## src/include/ptc_pkg.sv

```systemverilog
// Constants and types shared by the PTP transmit command decoder
package ptc_pkg;
  localparam int          BEAT_BYTES   = 8;
  localparam int          PIPE_DEPTH   = 6;
  localparam int          TUSER_W      = 128;
  localparam int          TS_W         = 80;
  localparam int          TUSER_CMD_LO = 64;
  localparam int          CMD_CK_BIT   = 8;
  localparam int          CMD_TAG_LO   = 16;
  localparam int          CMD_OFF_LO   = 32;
  localparam int          CMD_CKOFF_LO = 48;
  localparam logic [1:0]  OP_NOP       = 2'h0;
  localparam logic [1:0]  OP_ONE       = 2'h1;
  localparam logic [1:0]  OP_TWO       = 2'h2;
  localparam logic [1:0]  OP_RSV       = 2'h3;
  localparam logic [15:0] CF_TO_CSUM   = 16'h000A;
  localparam logic [15:0] POS_STEP     = 16'h0008;
  localparam logic [3:0]  TOD_LEN      = 4'hA;
  localparam logic [3:0]  CF_LEN       = 4'h8;
  localparam logic [3:0]  CSUM_LEN     = 4'h2;
  localparam logic [2:0]  FLUSH_LAST   = 3'h5;
  localparam logic [31:0] CRC_INIT     = 32'hFFFFFFFF;
  localparam logic [31:0] CRC_POLY     = 32'hEDB88320;

  typedef enum logic [1:0] {
    PTC_ST_WAIT  = 2'b00,
    PTC_ST_FIRST = 2'b01,
    PTC_ST_BODY  = 2'b10,
    PTC_ST_FLUSH = 2'b11
  } ptc_state_t;
endpackage : ptc_pkg

```

## src/design/ptc_tx_cmd.sv

```systemverilog
// PTP transmit per-frame command decoder and frame modifier
//
// Behaviour
// RULE1 - Decode bits 1:0: none, one-step, two-step
// RULE2 - Code 11 behaves as no operation
// RULE3 - Reserved command bits are ignored
// RULE4 - Two-step: return timestamp, frame unchanged
// RULE5 - Two-step returns tag bits 31:16
// RULE6 - One-step bit 8 requests checksum update
// RULE7 - Bit 8 ignored unless one-step
// RULE8 - Time-of-day stamp written at offset
// RULE9 - Correction field plus timestamp, in place
// RULE10 - Client gives only even offsets
// RULE11 - CRC recomputed over modified frame
// RULE12 - Checksum adjusted incrementally, RFC 1624
// RULE13 - Client checksums with zeroed timestamp
// RULE14 - Correction mode: checksum fixed distance before
// RULE15 - Time-of-day checksum at bits 63:48
// RULE16 - Offsets span full 16-bit frame range
// RULE17 - In-band command beat precedes frame
// RULE18 - Out-of-band command on user 127:64
// RULE19 - Timer sampled at start character
// RULE20 - Two-step return one cycle, in order
`timescale 1ns/10ps
module ptc_tx_cmd #(
  parameter bit CF_FORMAT = 1'b0
) (
  input  wire logic                         clock_in,
  input  wire logic                         sys_rst_in,
  input  wire logic                         inband_cmd_en_in,
  input  wire logic                         start_char_in,
  input  wire logic [ptc_pkg::TS_W-1:0]     timer_in,
  input  wire logic [63:0]                  s_axis_tdata_in,
  input  wire logic [7:0]                   s_axis_tkeep_in,
  input  wire logic                         s_axis_tlast_in,
  input  wire logic [ptc_pkg::TUSER_W-1:0]  s_axis_tuser_in,
  input  wire logic                         s_axis_tvalid_in,
  output logic                              s_axis_tready_out,
  output logic [63:0]                       m_axis_tdata_out,
  output logic [7:0]                        m_axis_tkeep_out,
  output logic                              m_axis_tlast_out,
  output logic [31:0]                       m_axis_fcs_out,
  output logic                              m_axis_tvalid_out,
  input  wire logic                         m_axis_tready_in,
  output logic                              ts_ret_valid_out,
  output logic [ptc_pkg::TS_W-1:0]          ts_ret_out,
  output logic [15:0]                       ts_ret_tag_out
);
  import ptc_pkg::*;

  localparam int LAST  = PIPE_DEPTH - 1;
  localparam int BUF_W = 64 + 8 + 1 + 32;

  // ----------------------------------------------------------------
  // Helper functions
  // ----------------------------------------------------------------
  // Big-endian field of len bytes at frame offset off, beat at pos
  function automatic logic [63:0] put_field(input logic [63:0] d, input logic [15:0] pos,
      input logic [15:0] off, input logic [3:0] len, input logic [79:0] val);
    logic [15:0] p;
    logic [15:0] k;
    put_field = d;
    for (int i = 0; i < BEAT_BYTES; i++) begin
      p = pos + 16'(i);
      k = p - off;
      if (p >= off && k < {12'h000, len}) begin
        put_field[i*8 +: 8] = val[(int'(len) - 1 - int'(k))*8 +: 8];
      end
    end
  endfunction : put_field

  function automatic logic [79:0] get_field(input logic [79:0] acc, input logic [63:0] d,
      input logic [15:0] pos, input logic [15:0] off, input logic [3:0] len);
    logic [15:0] p;
    logic [15:0] k;
    get_field = acc;
    for (int i = 0; i < BEAT_BYTES; i++) begin
      p = pos + 16'(i);
      k = p - off;
      if (p >= off && k < {12'h000, len}) begin
        get_field[(int'(len) - 1 - int'(k))*8 +: 8] = d[i*8 +: 8];
      end
    end
  endfunction : get_field

  function automatic logic [15:0] csum_add(input logic [15:0] a, input logic [15:0] b);
    logic [16:0] s;
    s = {1'b0, a} + {1'b0, b};
    csum_add = s[15:0] + {15'h0000, s[16]};
  endfunction : csum_add

  function automatic logic [15:0] fold80(input logic [79:0] x);
    fold80 = 16'h0000;
    for (int i = 0; i < 5; i++) begin
      fold80 = csum_add(fold80, x[i*16 +: 16]);
    end
  endfunction : fold80

  function automatic logic [31:0] crc_beat(input logic [31:0] c, input logic [63:0] d,
      input logic [7:0] keep);
    crc_beat = c;
    for (int i = 0; i < BEAT_BYTES; i++) begin
      for (int b = 0; b < 8; b++) begin
        if (keep[i]) begin
          crc_beat = (crc_beat[0] ^ d[i*8+b]) ? ((crc_beat >> 1) ^ CRC_POLY)
                                               : (crc_beat >> 1);
        end
      end
    end
  endfunction : crc_beat

  // ----------------------------------------------------------------
  // Frame sequencing
  // ----------------------------------------------------------------
  ptc_state_t        state_r;
  ptc_state_t        state_nxt;
  logic [2:0]        fl_cnt_r;
  logic [15:0]       pos_r;
  logic              one_r;
  logic              two_r;
  logic              ck_r;
  logic [15:0]       tag_r;
  logic [15:0]       off_r;
  logic [15:0]       ckoff_r;
  logic [79:0]       ts_r;
  logic [79:0]       cf_old_r;
  logic [63:0]       sum_r;
  logic [31:0]       crc_r;
  logic [63:0]       p_data_r [PIPE_DEPTH];
  logic [7:0]        p_keep_r [PIPE_DEPTH];
  logic [15:0]       p_pos_r  [PIPE_DEPTH];
  logic [PIPE_DEPTH-1:0] p_last_r;
  logic [PIPE_DEPTH-1:0] p_vld_r;
  logic [BUF_W-1:0]  ob_r;
  logic [BUF_W-1:0]  sk_r;
  logic              ob_v_r;
  logic              sk_v_r;
  logic              sk_v_nxt;

  wire in_fire     = s_axis_tvalid_in & s_axis_tready_out;
  // RULE17 in-band command beat
  wire is_cmd_beat = in_fire & inband_cmd_en_in & (state_r == PTC_ST_WAIT);
  wire data_fire   = in_fire & ~is_cmd_beat;
  wire first_beat  = data_fire & (state_r != PTC_ST_BODY);
  wire cmd_take    = is_cmd_beat | (data_fire & (state_r == PTC_ST_WAIT));
  wire buf_ready   = ~sk_v_r;
  wire flushing    = state_r == PTC_ST_FLUSH;
  wire adv         = data_fire | (flushing & buf_ready);
  wire push        = adv & p_vld_r[LAST];
  wire pop         = ob_v_r & m_axis_tready_in;
  wire fl_done     = flushing & adv & (fl_cnt_r == FLUSH_LAST);

  // RULE18 out-of-band command source
  wire [63:0] cmd_w = is_cmd_beat ? s_axis_tdata_in
                                  : s_axis_tuser_in[TUSER_CMD_LO +: 64];
  // RULE1 RULE2 RULE3 operation decode
  wire        op_one = cmd_w[1:0] == OP_ONE;
  wire        op_two = cmd_w[1:0] == OP_TWO;
  // RULE7 checksum bit gated
  wire        ck_act = one_r & ck_r;

  always_comb begin
    state_nxt = state_r;
    unique case (state_r)
      PTC_ST_WAIT: begin
        if (is_cmd_beat) begin
          state_nxt = PTC_ST_FIRST;
        end else if (data_fire) begin
          state_nxt = s_axis_tlast_in ? PTC_ST_FLUSH : PTC_ST_BODY;
        end
      end
      PTC_ST_FIRST, PTC_ST_BODY: begin
        if (data_fire) begin
          state_nxt = s_axis_tlast_in ? PTC_ST_FLUSH : PTC_ST_BODY;
        end
      end
      PTC_ST_FLUSH: begin
        if (fl_done) begin
          state_nxt = PTC_ST_WAIT;
        end
      end
    endcase
  end

  always_ff @(posedge clock_in) begin
    if (sys_rst_in) begin
      state_r  <= PTC_ST_WAIT;
      fl_cnt_r <= 3'h0;
      pos_r    <= 16'h0000;
    end else begin
      state_r  <= state_nxt;
      fl_cnt_r <= (flushing & adv) ? fl_cnt_r + 3'h1 : (flushing ? fl_cnt_r : 3'h0);
      // RULE16 16-bit byte position
      if (data_fire) begin
        pos_r <= first_beat ? POS_STEP : pos_r + POS_STEP;
      end
    end
  end

  // ----------------------------------------------------------------
  // Command capture and timestamp
  // ----------------------------------------------------------------
  always_ff @(posedge clock_in) begin
    if (sys_rst_in) begin
      one_r   <= 1'b0;
      two_r   <= 1'b0;
      ck_r    <= 1'b0;
      tag_r   <= 16'h0000;
      off_r   <= 16'h0000;
      ckoff_r <= 16'h0000;
      ts_r    <= 80'h0;
    end else begin
      if (cmd_take) begin
        one_r   <= op_one;
        two_r   <= op_two;
        ck_r    <= cmd_w[CMD_CK_BIT];
        tag_r   <= cmd_w[CMD_TAG_LO +: 16];
        off_r   <= cmd_w[CMD_OFF_LO +: 16];
        ckoff_r <= cmd_w[CMD_CKOFF_LO +: 16];
      end
      // RULE19 timer sample
      if (start_char_in) begin
        ts_r <= timer_in;
      end
    end
  end

  // Six stages give the correction sum time to settle before the
  // checksum, up to three beats earlier, leaves the last stage.
  always_ff @(posedge clock_in) begin
    if (sys_rst_in) begin
      p_vld_r  <= '0;
      p_last_r <= '0;
      for (int i = 0; i < PIPE_DEPTH; i++) begin
        p_data_r[i] <= 64'h0;
        p_keep_r[i] <= 8'h00;
        p_pos_r[i]  <= 16'h0000;
      end
    end else if (adv) begin
      p_vld_r  <= {p_vld_r[LAST-1:0], data_fire};
      p_last_r <= {p_last_r[LAST-1:0], data_fire & s_axis_tlast_in};
      p_data_r[0] <= s_axis_tdata_in;
      p_keep_r[0] <= s_axis_tkeep_in;
      p_pos_r[0]  <= first_beat ? 16'h0000 : pos_r;
      for (int i = 1; i < PIPE_DEPTH; i++) begin
        p_data_r[i] <= p_data_r[i-1];
        p_keep_r[i] <= p_keep_r[i-1];
        p_pos_r[i]  <= p_pos_r[i-1];
      end
    end
  end

  // RULE9 gather old correction field
  always_ff @(posedge clock_in) begin
    if (sys_rst_in || cmd_take) begin
      cf_old_r <= 80'h0;
      sum_r    <= 64'h0;
    end else begin
      if (CF_FORMAT && one_r && p_vld_r[0]) begin
        cf_old_r <= get_field(cf_old_r, p_data_r[0], p_pos_r[0], off_r, CF_LEN);
      end
      sum_r <= cf_old_r[63:0] + ts_r[63:0];
    end
  end

  // ----------------------------------------------------------------
  // Frame modification at the last stage
  // ----------------------------------------------------------------
  wire [63:0] d_last  = p_data_r[LAST];
  wire [15:0] pos_l   = p_pos_r[LAST];
  // RULE14 RULE15 checksum location
  wire [15:0] ck_off  = CF_FORMAT ? off_r - CF_TO_CSUM : ckoff_r;
  wire [79:0] old_ck  = get_field(80'h0, d_last, pos_l, ck_off, CSUM_LEN);
  // RULE12 incremental checksum delta
  wire [15:0] delta   = CF_FORMAT ? csum_add(fold80({16'h0000, sum_r}),
                                             fold80({16'h0000, ~cf_old_r[63:0]}))
                                  : fold80(ts_r);
  wire [15:0] ck_sum  = ~csum_add(~old_ck[15:0], delta);
  wire [15:0] new_ck  = (ck_sum == 16'h0000) ? 16'hFFFF : ck_sum;
  wire [79:0] fld_val = CF_FORMAT ? {16'h0000, sum_r} : ts_r;
  wire [3:0]  fld_len = CF_FORMAT ? CF_LEN : TOD_LEN;
  // RULE8 RULE9 field write
  wire [63:0] d_ins   = one_r ? put_field(d_last, pos_l, off_r, fld_len, fld_val) : d_last;
  // RULE6 checksum rewrite
  wire [63:0] d_mod   = ck_act ? put_field(d_ins, pos_l, ck_off, CSUM_LEN, {64'h0, new_ck})
                               : d_ins;
  // RULE11 CRC over sent bytes
  wire [31:0] crc_w   = crc_beat(crc_r, d_mod, p_keep_r[LAST]);
  wire [BUF_W-1:0] buf_in = {d_mod, p_keep_r[LAST], p_last_r[LAST],
                             p_last_r[LAST] ? ~crc_w : 32'h0};

  always_ff @(posedge clock_in) begin
    if (sys_rst_in) begin
      crc_r            <= CRC_INIT;
      ts_ret_valid_out <= 1'b0;
      ts_ret_out       <= 80'h0;
      ts_ret_tag_out   <= 16'h0000;
    end else begin
      if (push) begin
        crc_r <= p_last_r[LAST] ? CRC_INIT : crc_w;
      end
      // RULE4 RULE5 RULE20 two-step return
      ts_ret_valid_out <= push & p_last_r[LAST] & two_r;
      if (push && p_last_r[LAST] && two_r) begin
        ts_ret_out     <= ts_r;
        ts_ret_tag_out <= tag_r;
      end
    end
  end

  // ----------------------------------------------------------------
  // Two-entry output buffer
  // ----------------------------------------------------------------
  // Skid entry absorbs one beat when the receiver stalls
  assign sk_v_nxt = sk_v_r ? ~pop : (push & ob_v_r & ~pop);
  assign m_axis_tdata_out = ob_r[BUF_W-1 -: 64];
  assign m_axis_tkeep_out = ob_r[33 +: 8];
  assign m_axis_tlast_out = ob_r[32];
  assign m_axis_fcs_out   = ob_r[31:0];
  assign m_axis_tvalid_out = ob_v_r;

  always_ff @(posedge clock_in) begin
    if (sys_rst_in) begin
      ob_r              <= '0;
      sk_r              <= '0;
      ob_v_r            <= 1'b0;
      sk_v_r            <= 1'b0;
      s_axis_tready_out <= 1'b0;
    end else begin
      sk_v_r            <= sk_v_nxt;
      s_axis_tready_out <= ~sk_v_nxt & (state_nxt != PTC_ST_FLUSH);
      if (sk_v_r) begin
        if (pop) begin
          ob_r <= sk_r;
        end
      end else if (push) begin
        if (!ob_v_r || pop) begin
          ob_r   <= buf_in;
          ob_v_r <= 1'b1;
        end else begin
          sk_r <= buf_in;
        end
      end else if (pop) begin
        ob_v_r <= 1'b0;
      end
    end
  end
endmodule : ptc_tx_cmd

```

## config.mk

```make
export PLATFORM = sky130hd
export DESIGN_NAME = ptc_tx_cmd
export DESIGN_NICKNAME = d
export VERILOG_FILES = /design/src/include/ptc_pkg.sv /design/src/design/ptc_tx_cmd.sv
export SDC_FILE = /design/constraint.sdc
export NUM_CORES = 2
export LEC_CHECK = 0
export BUFFER_PORTS_ARGS = -buffer_cell sky130_fd_sc_hd__buf_2
export CORE_MARGIN = 4
export CORE_UTILIZATION = 49
export CTS_BUF_LIST = sky130_fd_sc_hd__clkbuf_4 sky130_fd_sc_hd__clkbuf_8 sky130_fd_sc_hd__clkbuf_16
export CTS_CLUSTER_DIAMETER = 80
export DETAILED_ROUTE_END_ITERATION = 8
export GPL_ROUTABILITY_DRIVEN = 0
export PLACE_DENSITY = 0.67
export SLEW_MARGIN = 15
export SYNTH_ARGS = -nofsm -noshare
export SYNTH_HDL_FRONTEND = slang
export SYNTH_SLANG_ARGS = --single-unit
```

## constraint.sdc

```tcl
create_clock -name clock_in -period 35.4 [get_ports clock_in]
set_input_delay 3.54 -clock clock_in [delete_from_list [all_inputs] [get_ports clock_in]]
set_output_delay 3.54 -clock clock_in [all_outputs]
set_load 0.05 [all_outputs]
```

==> run metrics <==
IO Port Bufs=413; Hold Buf Count CTS=0; CP max stage cell=a22oi_1; commonest non-fill, non-tap cell in the layout=nand2_1; unique cell type count in the Yosys netlist=134; outcome=complete, no violations; # DRC=0; Crit path required time=36.00 ns; Worst Hold Class=flip-flop to flip-flop; DIE WIDTH=402 um; Layout area overhead=9.22%; Mapped Cells=8,767; Min Hold Slack=0.450 ns; Post-Syn Area per Cell=8.69 sq um; CTS tree=yes; register area=25,400 sq um; final setup violating endpoints=0; routed vias/inst=6.38; setup TNS=0 ns; Post-CTS Setup Repair Bufs=0; 1st-pass router iterations=9; Post-Route WL=269,000 um; CP peak stage delay=0.84 ns; WP data arrival=31.92 ns; DR WL/cell=24.6 um; sw frac=43.9%; num ports=491; Chip Height=402 um; maxcap violations=0; core area=154,000 sq um; global-route usage over all layers=31.7%; Fin. Hold Viols=0; largest net degree at the start of global routing=268; part of the power in combinational logic=59.8%; P_int=3440 uW; Slew HR=10.3%; async set or reset register ratio after synthesis=0%; synth top area cells=edfxtp_1, dfxtp_1, xnor2_1; number of global-route vias before repair=64,100; top-area cell type share of the netlist area=20.1%; share of the clock period used by the worst path=88.5%; total clock sinks=1,013; H-Tree Depth=3; DR iter-0 viols=9,876; Reg power frac=22.0%; most frequent CP cell=a21oi_1; total gr overflow=0; unrepaired setup endpoints after global routing=false; WS Path Type=flip-flop to flip-flop; sequential fraction of the synthesis area=33.3%; FF+latch count, synth=1,013; clk_lat worst skew=0.74 ns; Worst-Margin Slew=1.33 ns; Worst Skew=0.0483 ns; Static Leakage=0.0347 uW; CTS root buf=clkbuf_16; initial antenna violation count=11; Post-synth EDFFs=510; Clk pin slew, worst setup/hold paths=0.06 ns; Final min period=31.31 ns; Multi-input gate area=47,800 sq um; Initial Utilization=49.4%; Routed Antenna Nets=0; Yosys warnings=0; clock group share of total power=18.3%; mapped cell area=76,200 sq um; Mapped Nets=9,299; # rows=144; CTS Buffer Depth=3; CP endpoint kind=flip-flop; worst IR drop on VDD=0.0808 mV; CP max FO=14; CTS buffer count=102; via count=69,800; layout cells sized above 1=11.5%; most frequent cells in the layout=nand2_1, nor2_1, a21oi_1, and3_1, edfxtp_1; # fillers=14,000; Max Freq=31.9 MHz; nets=9,334; Net Sw Power=2690 uW; Post-DP HPWL=204,000 um; pwr/cell area=73.6 nW/um^2; CP startpoint kind=flip-flop; die area=162,000 sq um; CTS resizes=0; Top FF cell, synth=edfxtp_1; first-pass GRT wire length=398,000 um; area leader, netlist=edfxtp_1; Slew Viols, Final=0
[registers in the layout (all words and copies together), names as in the netlist, 32 cells and up]
| name | cells |
|---|---|
| crc_r | 32 |
| p_pos_r | 78 |
| p_data_r | 384 |
| p_keep_r | 48 |
| sk_r | 105 |
| ts_ret_out | 80 |
| ob_r | 105 |
| fld_val | 80 |
[layout make-up]
cell class / count / share of cell area (%)
Multi-Input combinational cell: 6923 / 57.4
Sequential cell: 1013 / 30.5
Timing Repair Buffer: 554 / 3.80
Clock buffer: 142 / 3.60
Tap cell: 2044 / 3.07
Inverter: 208 / 0.947
Clock inverter: 47 / 0.621
Antenna cell: 5 / 0.0150
[final timing paths]
path	from	endpoint	slack, ns	depth (start not counted)
hold / removal	ts_ret_out[28]$_SDFFE_PP0P_	ts_ret_out[28]$_SDFFE_PP0P_	0.45	2
hold reg to reg	ts_ret_out[28]$_SDFFE_PP0P_	ts_ret_out[28]$_SDFFE_PP0P_	0.45	2
setup reg to reg	fld_val[16]$_SDFFE_PP0P_	sk_r[19]$_SDFFE_PP0P_	4.09	136
setup / recovery	fld_val[16]$_SDFFE_PP0P_	sk_r[19]$_SDFFE_PP0P_	4.09	136
[per-stage QoR]
step,power (uW),setup WS [ns],utilization [%],cells,area [sq um]
floorplan,4080,9.86,-,8767,76200
global placement,4820,5.26,51.6,10700,79700
detailed placement,4890,4.69,51.6,10700,79700
CTS,6020,4.53,53.9,10900,83200
global route,6410,2.15,53.9,10900,83200
finish,6130,4.09,53.9,10900,83200
[power by group through the flow]
stage / registers [uW] / clock network (uW) / logic (uW)
after global placement: 1370 / 0 / 3450
after floorplan: 1360 / 0 / 2720
after global routing: 1350 / 1180 / 3880
after CTS: 1340 / 1140 / 3540
final: 1350 / 1120 / 3660
after detailed placement: 1370 / 0 / 3520
[synth_stat cells (all sizes together), types with 28 or more instances]
cell	number
nand2	870
nor2	781
a21oi	676
and3	586
clkbuf	515
xnor2	515
edfxtp	510
dfxtp	503
o21ai	446
mux2i	324
xor2	257
ha	240
nand3	225
inv	199
nor3	185
a211oi	157
buf	108
xnor3	108
o211ai	101
a21o	100
a31oi	95
and2	89
nor4	79
nand2b	75
mux4	68
nor2b	65
or3	60
nand4	56
o21a	56
o22ai	54
o21bai	49
or2	38
mux2	35
a211o	34
or4	30
a22oi	28
[per-layer routing]
metal  vias up  global-route usage, %  wire (um)
met5         -                      0         37
met4         6                   15.9      15900
met3       749                   8.13      32700
met2      3926                   46.2     111000
met1     33200                   43.6     109000
li1      31900                      -          -
[critical path: cells and delay by family (launching register included)]
kind	cells	cell delay, ns
adder cells (fa/ha/maj)	15	4.11
AND/OR/NAND/NOR	39	6.15
buffers and inverters	1	0.04
XOR/XNOR	14	5.39
AO/OA/AOI/OAI	65	13.93
flip-flops	1	0.43
multiplexers	2	1.09
[cells by family (layout without fill, tap and decap cells)]
logic type / Yosys count / count (layout) / share of synthesized area [%]
AO/OA/AOI/OAI: 2106 / 2106 / 17.8
XOR/XNOR: 889 / 889 / 12.6
adder cells (fa/ha/maj): 245 / 245 / 4.07
buffers and inverters: 831 / 951 / 4.20
flip-flops: 1013 / 1013 / 33.3
multiplexers: 427 / 427 / 6.79
other: 0 / 5 / 0
AND/OR/NAND/NOR: 3256 / 3256 / 21.2
Note: power is estimated with default switching activity, not from simulation.
